## src/pst_params.svh

```systemverilog
// Constants for the pipe status and transmit drive control block.
`ifndef PST_PARAMS_SVH
`define PST_PARAMS_SVH
// ----------------------------------------
// Register map
// ----------------------------------------
`define PST_OFS_MARGIN 4'h0
`define PST_OFS_STATUS 4'h4
`define PST_OFS_PRESET 4'h8
`define PST_MARGIN_RST 32'h0000_0000
// ----------------------------------------
// Status fields
// ----------------------------------------
`define PST_STS_RSTDONE 0
`define PST_STS_RATE_LO 1
`define PST_STS_EQON 3
// ----------------------------------------
// Receive status codes
// ----------------------------------------
`define PST_RX_OK 3'h0
`define PST_RX_SKPADD 3'h1
`define PST_RX_SKPREM 3'h2
`define PST_RX_DETECT 3'h3
`define PST_RX_DECERR 3'h4
`define PST_RX_OVFL 3'h5
`define PST_RX_UNFL 3'h6
`define PST_RX_DISP 3'h7
// ----------------------------------------
// Transmit defaults and AXI response codes
// ----------------------------------------
`define PST_MARGIN_DEF 3'h0
`define PST_SWING_FULL 1'h0
`define PST_DEEMPH_6DB 1'h0
`define PST_PRESET_DEF 4'h4
`define PST_RESP_OKAY 2'h0
`define PST_RESP_SLVERR 2'h2
`endif

```

## src/pst_pkg.sv

```systemverilog
// Types for the pipe status and transmit drive control block.
package pst_pkg;
   typedef enum logic [1:0] {
      RATE_G1 = 2'h0,
      RATE_G2 = 2'h1,
      RATE_G3 = 2'h2,
      RATE_G4 = 2'h3
   } pst_rate_t;
   typedef enum logic [1:0] {
      EQ_IDLE = 2'h0,
      EQ_PRESET = 2'h1,
      EQ_COEFF = 2'h2,
      EQ_QUERY = 2'h3
   } pst_eqcmd_t;
   typedef enum logic [1:0] {
      LS_IDLE = 2'h0,
      LS_RUN = 2'h1,
      LS_DONE = 2'h3
   } pst_eqstate_t;
endpackage : pst_pkg

```

## src/pst_status_ctrl.sv

```systemverilog
// Pipe status reporting and transmit drive control with an AXI4-Lite register port.
//
// What this block and the MAC must do
// RULE1: rxValid only with lock, data, low rate.
// RULE2: MAC ignores rxValid in reset, rate change.
// RULE3: Completion pulses phyStatus exactly one cycle.
// RULE4: phyStatus held high asynchronously during reset.
// RULE5: MAC recovers itself when completion never comes.
// RULE6: Reset-done flag high until all resets finish.
// RULE7: rxElecIdle follows detector asynchronously, low rates.
// RULE8: Status codes good, skip add/remove, detected.
// RULE9: Decode error reports code 100b.
// RULE10: Elastic overflow 101b, underflow 110b.
// RULE11: Disparity error 111b at low rates.
// RULE12: Margin selector picks programmable level, default zero.
// RULE13: Swing select full or low, low rates.
// RULE14: De-emphasis select -6.0 or -3.5 dB.
// RULE15: Decode equalization command idle/preset/coeff/query.
// RULE16: MAC returns command to idle after done.
// RULE17: Vendor equalization handshake at higher rates.
// RULE18: Preset command loads preset, default 0100b.
// RULE19: MAC holds command until done, then idle.
`include "pst_params.svh"
module pst_status_ctrl #(
   parameter int LANES = 2,
   parameter bit GEN4_EQ = 1'b1
) (
   // Clock and reset
   input wire logic mclk,
   input wire logic rst_b,
   // Reset progress from the PHY core and transceivers
   input wire logic phyResetDone,
   input wire logic xcvrResetDone,
   // MAC rate and drive controls
   input wire logic [1:0] macRate,
   input wire logic [2:0] txMargin,
   input wire logic txSwing,
   input wire logic txDeemph,
   // Per-lane receive events from the transceiver
   input wire logic [LANES-1:0] symLock,
   input wire logic [LANES-1:0] rxDataOk,
   input wire logic [LANES-1:0] rxIdleDetect,
   input wire logic [LANES-1:0] opDone,
   input wire logic [LANES-1:0] rxPresent,
   input wire logic [LANES-1:0] skpAdded,
   input wire logic [LANES-1:0] skpRemoved,
   input wire logic [LANES-1:0] decodeErr,
   input wire logic [LANES-1:0] bufOverflow,
   input wire logic [LANES-1:0] bufUnderflow,
   input wire logic [LANES-1:0] dispErr,
   // Per-lane equalization from the MAC and transceiver
   input wire logic [2*LANES-1:0] txEqCtrl,
   input wire logic [4*LANES-1:0] txEqPreset,
   input wire logic [LANES-1:0] eqAck,
   // Status to the MAC
   output logic [LANES-1:0] rxValid,
   output logic [LANES-1:0] phyStatus,
   output logic phyStatusRst,
   output logic [LANES-1:0] rxElecIdle,
   output logic [3*LANES-1:0] rxStatus,
   output logic [LANES-1:0] txEqDone,
   // Drive settings to the transceiver
   output logic [3:0] txLevel,
   output logic txLowSwing,
   output logic txDeemph35,
   output logic [4*LANES-1:0] txPresetOut,
   output logic [LANES-1:0] txCoeffApply,
   output logic [LANES-1:0] txQuery,
   // AXI4-Lite register port
   input wire logic [3:0] s_axi_awaddr,
   input wire logic s_axi_awvalid,
   output logic s_axi_awready,
   input wire logic [31:0] s_axi_wdata,
   input wire logic [3:0] s_axi_wstrb,
   input wire logic s_axi_wvalid,
   output logic s_axi_wready,
   output logic [1:0] s_axi_bresp,
   output logic s_axi_bvalid,
   input wire logic s_axi_bready,
   input wire logic [3:0] s_axi_araddr,
   input wire logic s_axi_arvalid,
   output logic s_axi_arready,
   output logic [31:0] s_axi_rdata,
   output logic [1:0] s_axi_rresp,
   output logic s_axi_rvalid,
   input wire logic s_axi_rready
);

   // ----------------------------------------
   // Rate and reset tracking
   // ----------------------------------------
   pst_pkg::pst_rate_t rate;
   logic lowRate;
   logic eqOn;
   logic resetDone;
   logic [31:0] marginLevels;
   localparam logic [31:0] MARGIN_RST = `PST_MARGIN_RST;

   always_ff @(posedge mclk or negedge rst_b) begin
      if (!rst_b) begin
         rate <= pst_pkg::RATE_G1;
      end else begin
         rate <= pst_pkg::pst_rate_t'(macRate);
      end
   end

   assign lowRate = (rate == pst_pkg::RATE_G1) || (rate == pst_pkg::RATE_G2);
   // RULE17: vendor equalization rates
   assign eqOn = (rate == pst_pkg::RATE_G3) || (GEN4_EQ && rate == pst_pkg::RATE_G4);

   // RULE6: reset completion tracking
   always_ff @(posedge mclk or negedge rst_b) begin
      if (!rst_b) begin
         resetDone <= 1'b0;
      end else if (phyResetDone && xcvrResetDone) begin
         resetDone <= 1'b1;
      end
   end

   // RULE6: flag high from reset
   assign phyStatusRst = ~resetDone;

   // ----------------------------------------
   // Transmit drive
   // ----------------------------------------
   logic [3:0] levelSel;

   // RULE12: margin to programmable level
   always_comb begin
      levelSel = marginLevels[4*txMargin +: 4];
   end

   always_ff @(posedge mclk or negedge rst_b) begin
      if (!rst_b) begin
         txLevel <= MARGIN_RST[3:0];
         txLowSwing <= `PST_SWING_FULL;
         txDeemph35 <= 1'b1;
      end else begin
         txLevel <= levelSel;
         // RULE13: swing at low rates
         txLowSwing <= lowRate ? txSwing : `PST_SWING_FULL;
         // RULE14: de-emphasis at low rates
         txDeemph35 <= lowRate ? (txDeemph != `PST_DEEMPH_6DB) : 1'b1;
      end
   end

   // ----------------------------------------
   // Per-lane status and equalization
   // ----------------------------------------
   genvar g;
   generate
      for (g = 0; g < LANES; g++) begin : gLane
         logic doneSeen;
         logic donePulse;
         logic [2:0] next_code;
         pst_pkg::pst_eqstate_t eqState;
         pst_pkg::pst_eqcmd_t cmd;

         assign cmd = pst_pkg::pst_eqcmd_t'(txEqCtrl[2*g +: 2]);

         always_ff @(posedge mclk or negedge rst_b) begin
            if (!rst_b) begin
               doneSeen <= 1'b0;
               donePulse <= 1'b0;
            end else begin
               doneSeen <= opDone[g];
               // RULE3: one cycle per completion
               donePulse <= opDone[g] && !doneSeen && resetDone;
            end
         end

         // RULE4: asynchronous high in reset
         assign phyStatus[g] = ~resetDone | donePulse;

         // RULE7: asynchronous idle report
         assign rxElecIdle[g] = rxIdleDetect[g] & lowRate;

         // RULE8: status code priority
         always_comb begin
            if (decodeErr[g]) begin
               // RULE9: decode error code
               next_code = `PST_RX_DECERR;
            end else if (dispErr[g] && lowRate) begin
               // RULE11: disparity at low rates
               next_code = `PST_RX_DISP;
            end else if (bufOverflow[g]) begin
               // RULE10: elastic buffer overflow
               next_code = `PST_RX_OVFL;
            end else if (bufUnderflow[g]) begin
               // RULE10: elastic buffer underflow
               next_code = `PST_RX_UNFL;
            end else if (skpAdded[g]) begin
               next_code = `PST_RX_SKPADD;
            end else if (skpRemoved[g]) begin
               next_code = `PST_RX_SKPREM;
            end else if (opDone[g] && !doneSeen && rxPresent[g]) begin
               next_code = `PST_RX_DETECT;
            end else begin
               next_code = `PST_RX_OK;
            end
         end

         always_ff @(posedge mclk or negedge rst_b) begin
            if (!rst_b) begin
               rxStatus[3*g +: 3] <= `PST_RX_OK;
               rxValid[g] <= 1'b0;
            end else begin
               rxStatus[3*g +: 3] <= next_code;
               // RULE1: valid needs lock and data
               rxValid[g] <= symLock[g] && rxDataOk[g] && lowRate;
            end
         end

         // RULE15: command decode and sequence
         always_ff @(posedge mclk or negedge rst_b) begin
            if (!rst_b) begin
               eqState <= pst_pkg::LS_IDLE;
               txEqDone[g] <= 1'b0;
               txCoeffApply[g] <= 1'b0;
               txQuery[g] <= 1'b0;
               txPresetOut[4*g +: 4] <= `PST_PRESET_DEF;
            end else begin
               txCoeffApply[g] <= 1'b0;
               txQuery[g] <= 1'b0;
               unique case (eqState)
                  pst_pkg::LS_IDLE: begin
                     txEqDone[g] <= 1'b0;
                     if (eqOn && cmd != pst_pkg::EQ_IDLE) begin
                        eqState <= pst_pkg::LS_RUN;
                        // RULE18: preset load
                        if (cmd == pst_pkg::EQ_PRESET) begin
                           txPresetOut[4*g +: 4] <= txEqPreset[4*g +: 4];
                        end
                        txCoeffApply[g] <= (cmd == pst_pkg::EQ_COEFF);
                        txQuery[g] <= (cmd == pst_pkg::EQ_QUERY);
                     end
                  end
                  pst_pkg::LS_RUN: begin
                     if (eqAck[g]) begin
                        eqState <= pst_pkg::LS_DONE;
                        txEqDone[g] <= 1'b1;
                     end
                  end
                  pst_pkg::LS_DONE: begin
                     // RULE16: wait for idle command
                     if (cmd == pst_pkg::EQ_IDLE) begin
                        eqState <= pst_pkg::LS_IDLE;
                        txEqDone[g] <= 1'b0;
                     end
                  end
                  default: begin
                     eqState <= pst_pkg::LS_IDLE;
                  end
               endcase
            end
         end
      end
   endgenerate

   // ----------------------------------------
   // AXI4-Lite write channel
   // ----------------------------------------
   logic awHeld;
   logic wHeld;
   logic [3:0] awAddr;
   logic [31:0] wData;
   logic [3:0] wStrb;

   assign s_axi_awready = !awHeld && !s_axi_bvalid;
   assign s_axi_wready = !wHeld && !s_axi_bvalid;

   always_ff @(posedge mclk or negedge rst_b) begin
      if (!rst_b) begin
         awHeld <= 1'b0;
         wHeld <= 1'b0;
         awAddr <= 4'h0;
         wData <= 32'h0000_0000;
         wStrb <= 4'h0;
         s_axi_bvalid <= 1'b0;
         s_axi_bresp <= `PST_RESP_OKAY;
      end else if (s_axi_bvalid) begin
         if (s_axi_bready) begin
            s_axi_bvalid <= 1'b0;
         end
      end else if (awHeld && wHeld) begin
         awHeld <= 1'b0;
         wHeld <= 1'b0;
         s_axi_bvalid <= 1'b1;
         s_axi_bresp <= (awAddr == `PST_OFS_MARGIN) ? `PST_RESP_OKAY : `PST_RESP_SLVERR;
      end else begin
         if (s_axi_awvalid && !awHeld) begin
            awHeld <= 1'b1;
            awAddr <= {s_axi_awaddr[3:2], 2'h0};
         end
         if (s_axi_wvalid && !wHeld) begin
            wHeld <= 1'b1;
            wData <= s_axi_wdata;
            wStrb <= s_axi_wstrb;
         end
      end
   end

   genvar b;
   generate
      for (b = 0; b < 4; b++) begin : gByte
         always_ff @(posedge mclk or negedge rst_b) begin
            if (!rst_b) begin
               marginLevels[8*b +: 8] <= MARGIN_RST[8*b +: 8];
            end else if (awHeld && wHeld && !s_axi_bvalid && awAddr == `PST_OFS_MARGIN && wStrb[b]) begin
               marginLevels[8*b +: 8] <= wData[8*b +: 8];
            end
         end
      end
   endgenerate

   // ----------------------------------------
   // AXI4-Lite read channel
   // ----------------------------------------
   logic [31:0] next_rdata;
   logic [31:0] presetWord;

   always_comb begin
      presetWord = 32'h0000_0000;
      for (int i = 0; i < LANES && i < 8; i++) begin
         presetWord[4*i +: 4] = txPresetOut[4*i +: 4];
      end
   end

   always_comb begin
      next_rdata = 32'h0000_0000;
      unique case ({s_axi_araddr[3:2], 2'h0})
         `PST_OFS_MARGIN: next_rdata = marginLevels;
         `PST_OFS_STATUS: begin
            next_rdata[`PST_STS_RSTDONE] = resetDone;
            next_rdata[`PST_STS_RATE_LO +: 2] = rate;
            next_rdata[`PST_STS_EQON] = eqOn;
         end
         `PST_OFS_PRESET: next_rdata = presetWord;
         default: next_rdata = 32'h0000_0000;
      endcase
   end

   assign s_axi_arready = !s_axi_rvalid;

   always_ff @(posedge mclk or negedge rst_b) begin
      if (!rst_b) begin
         s_axi_rvalid <= 1'b0;
         s_axi_rdata <= 32'h0000_0000;
         s_axi_rresp <= `PST_RESP_OKAY;
      end else if (s_axi_rvalid) begin
         if (s_axi_rready) begin
            s_axi_rvalid <= 1'b0;
         end
      end else if (s_axi_arvalid) begin
         s_axi_rvalid <= 1'b1;
         s_axi_rdata <= next_rdata;
         s_axi_rresp <= (s_axi_araddr[3:2] == 2'h3) ? `PST_RESP_SLVERR : `PST_RESP_OKAY;
      end
   end

endmodule : pst_status_ctrl

```

## config.mk

```make
export PLATFORM = sky130hd
export DESIGN_NAME = pst_status_ctrl
export DESIGN_NICKNAME = d
export VERILOG_FILES = /design/src/pst_pkg.sv /design/src/pst_status_ctrl.sv
export VERILOG_INCLUDE_DIRS = /design/src /design/src/src
export SDC_FILE = /design/constraint.sdc
export NUM_CORES = 1
export LEC_CHECK = 0
export ABC_AREA = 1
export BUFFER_PORTS_ARGS = -buffer_cell sky130_fd_sc_hd__buf_2
export CORE_MARGIN = 1.5
export CORE_UTILIZATION = 40
export DETAILED_ROUTE_END_ITERATION = 16
export GPL_TIMING_DRIVEN = 0
export PLACE_DENSITY_LB_ADDON = 0.25
export SLEW_MARGIN = 30
export SYNTH_ARGS = -nofsm -noshare
export SYNTH_HDL_FRONTEND = slang
export SYNTH_SLANG_ARGS = --single-unit
```

## constraint.sdc

```tcl
create_clock -name mclk -period 1.7 [get_ports mclk]
set_input_delay 0.085 -clock mclk [delete_from_list [all_inputs] [get_ports mclk]]
set_output_delay 0.085 -clock mclk [all_outputs]
set_load 0.1 [all_outputs]
```

==> key figures <==
Run status
  • Status: complete, no violations

Placed design
  • Pre-CTS WS: 0.0744 ns
  • Placed cell area: 7180 um^2
  • GPL Wtd Cong: 0.804
  • DP HPWL: 10.7 mm
  • IO Port Bufs: 161
  • Placed cells: 944

Layout
  • Layout Nets: 963
  • Post-Route Utilization: 59.0%
  • Final cell count without fillers: 1063
  • Proportion of layout cells with a drive suffix above 1: 30.6%
  • Multi-input logic area: 1960 um^2
  • Seq. cell area: 3690 um^2
  • Finished Cell Area: 8610 um^2
  • # diodes: 0
  • Fillers: 1257
  • Area growth from synthesis to layout: 43.6%

Pwr
  • Sw Ratio: 43.8%
  • Logic pwr share: 39.8%
  • Flop pwr share: 36.7%
  • Pleak: 4.34 nW
  • Clock network fraction of total power: 23.5%
  • Tot Pwr: 14.8 mW
  • VDD IR-drop max: 1.44 mV
  • Cell Pwr Density: 1720 nW/um^2
  • Psw: 6.47 mW
  • Power Internal: 8.30 mW

Timing
  • Max frequency: 0.616 GHz
  • Setup WS post-layout: 0.0756 ns
  • Sum Neg Setup Slack: 0 ns
  • Slew Viols, Final: 0
  • Worst Clk Skew: 0.00819 ns
  • Post-layout min period: 1.62 ns
  • Final Cycle Share: 95.6%
  • Hold_ws: 0.0426 ns
  • Final hold violation count: 0
  • Final setup fails: 0

Clocking
  • CTS H-tree lvls: 4
  • Clk sinks: 147
  • Clock slew seen by the registers of the worst setup and hold paths: 0.06 ns
  • Max clock buf depth: 2
  • Clk_lat worst skew: 0.42 ns
  • CTS tree: yes
  • Num CTS Buffers: 17
  • Root buffer cell: clkbuf_16

Synth
  • Register area share after synthesis: 61.4%
  • #FFs+latches synth: 147
  • Post-Synth Simple-Gate Area: 14.6%
  • Mean Syn Cell Area: 10.0 um^2
  • Largest family of logic cells by synthesized area: simple AND/OR/NAND/NOR gates
  • Synth cell types: 30
  • Yosys warnings: 0
  • Mux contribution to synthesized area: 6.39%
  • Adder-Cell Fraction of Synth Area: 0%
  • Synth Area in Compound Gates: 10.8%
  • Xor/xnor share of the synthesized area: 0%
  • Gate count of the mapped netlist: 597
  • Cell area after synthesis: 6000 um^2

Worst setup path
  • Endpoint class of the critical path: primary output
  • Depth of the most critical reg-to-reg path: 4
  • Worst setup endpoint: s_axi_wready
  • R2R Path Start: rate[1]$_DFF_PN0_
  • Critical Path Source: s_axi_bvalid$_DFF_PN0_
  • Crit path kind: reg -> out
  • CP max stage delay: 0.53 ns
  • Type of origin of the critical path: register
  • Worst EP required: 1.62 ns
  • Arr. time, crit path: 1.54 ns
  • FF-to-FF End: rxStatus[3]$_DFF_PN0_
  • R2r setup slk: 0.12 ns
  • Slowest CP cell: dfrtp_4
  • Critical-path cell list: nor2_4 -> buf_2
  • CP max FO: 5

Worst hold path
  • Hold WC Path Type: in -> reg
  • Worst hold start: s_axi_araddr[2]

Global route
  • GRT overflow: 0
  • First-pass GRT wire length: 25.4 mm
  • Largest net degree at the start of global routing: 87
  • Initial antenna violation count: 0
  • Number of global-route vias before repair: 5275
  • All-layer global routing usage: 20.6%

Floorplanning
  • Die width: 125 um
  • Rows: 44
  • Die area: 15700 um^2
  • Effective utilization at floorplan: 41.1%
  • Core area: 14600 um^2
  • Die Ht: 125 um
  • I/O Pins: 170

Detailed routing
  • Initial DRT Pass Iterations: 5
  • DRT iter0 DRCs: 285
  • Vias/cell: 4.83
  • Per-cell routed wire length: 14.7 um
  • Routed vias: 5139
  • DRC: 0
  • Final WL: 15.7 mm
  • Number of antenna-violating nets in the routed design: 0

Flow run
  • Max-cap viol count: 0
metal layers:
| metal | vias up | track usage [%] | share of wire (%) |
|---|---|---|---|
| met5 | - | 0 | 0 |
| met4 | 0 | 9.02 | 2.5 |
| met3 | 37 | 4.92 | 4.4 |
| met2 | 149 | 33.3 | 49 |
| met1 | 2472 | 26.6 | 44 |
| li1 | 2481 | - | - |
synthesized netlist by cell type, drive strengths merged:
master  instances  share of area, %
nor4            3              0.31
o21bai          1              0.13
nand4           2              0.21
o21a            1              0.13
dfstp           3               1.3
o211ai          4              0.50
and2            4              0.42
a21boi          1              0.13
mux2           34               6.4
clkbuf          5              0.31
o21ai          92               7.7
nand2         128               8.2
nand3          25               2.1
or2             3              0.31
inv            74               4.6
nand3b          1              0.13
nor2           27               2.6
buf            15               1.8
nor3            2              0.35
dfrtp         144                60
a21oi          27               2.3
conb            1             0.063
sequential cells by signal, summed over array words and instances, names as in the netlist, 2 cells and up:
name,count
txQuery,2
rate,2
txLevel,4
awAddr,2
rxValid,2
rxStatus,6
gLane.donePulse,2
s_axi_rdata,32
txEqDone,2
wStrb,4
marginLevels,32
gLane.eqState,4
txPresetOut,8
gLane.doneSeen,2
txCoeffApply,2
wData,32
critical path, delay by kind of cell (launching register included):
family,cells,cell delay (ns)
buffers and inverters,1,0.44
DFF,1,0.53
and+or+nand+nor,1,0.15
what timing repair did:
action,4_1_cts,5_1_grt
setup buffers,0,1
hold buffers,87,0
gates resized for setup,0,2
endpoints found under the setup margin,0,16
endpoints found under the hold margin,137,0
cell families (layout without fill, tap and decap cells):
logic type,after synthesis,in the layout
other,1,2
buffers and inverters,94,375
AND/OR/NAND/NOR,195,195
flip-flops,147,147
AO/OA/AOI/OAI,126,126
multiplexers,34,34
cell usage in the layout, fill, tap and decap left out, types with 4 or more instances in the layout:
master	count
o21ai_1	14
buf_2	162
a21oi_1	27
clkinvlp_4	5
clkinv_2	5
nand3_1	25
inv_1	72
clkbuf_16	17
o21ai_0	78
mux2_2	34
clkbuf_4	4
dlygate4sd3_1	87
dfrtp_1	142
nand2_1	123
buf_6	9
nor2_1	19
nand2_4	4
o211ai_1	4
and2_1	4
worst min-delay path by stage:
stage,endpoint,cells after the start,slack [ns]
final,s_axi_rresp[1]$_DFFE_PN0P_,3,0.04
after detailed placement,gLane[0].donePulse$_DFF_PN0_,1,0.05
after CTS,s_axi_rresp[1]$_DFFE_PN0P_,3,0.01
after global placement,rate[0]$_DFF_PN0_,1,0.20
after global routing,s_axi_rresp[1]$_DFFE_PN0P_,3,0.04
after floorplan,awAddr[2]$_DFFE_PN0P_,0,-0.21
area by class of cell:
class                   count  area share, %
well taps                 184           2.67
clock inverters            10          0.988
repair buffers            250           20.1
plain buffers              20           2.02
flip-flops and latches    147           42.9
clock buffers              21           5.35
inverters                  74           3.33
multi-input cells         357           22.7
power by group through the flow:
| stage | registers (mW) | clock network, mW | logic [mW] |
|---|---|---|---|
| final | 5.42 | 3.47 | 5.88 |
| after global routing | 5.56 | 3.71 | 6.27 |
| after CTS | 5.42 | 3.53 | 5.89 |
| after detailed placement | 5.47 | 0 | 5.72 |
| after global placement | 5.42 | 0 | 5.59 |
| after floorplan | 7.70 | 0 | 2.21 |
No activity file was read; power rests on OpenSTA's default activity.
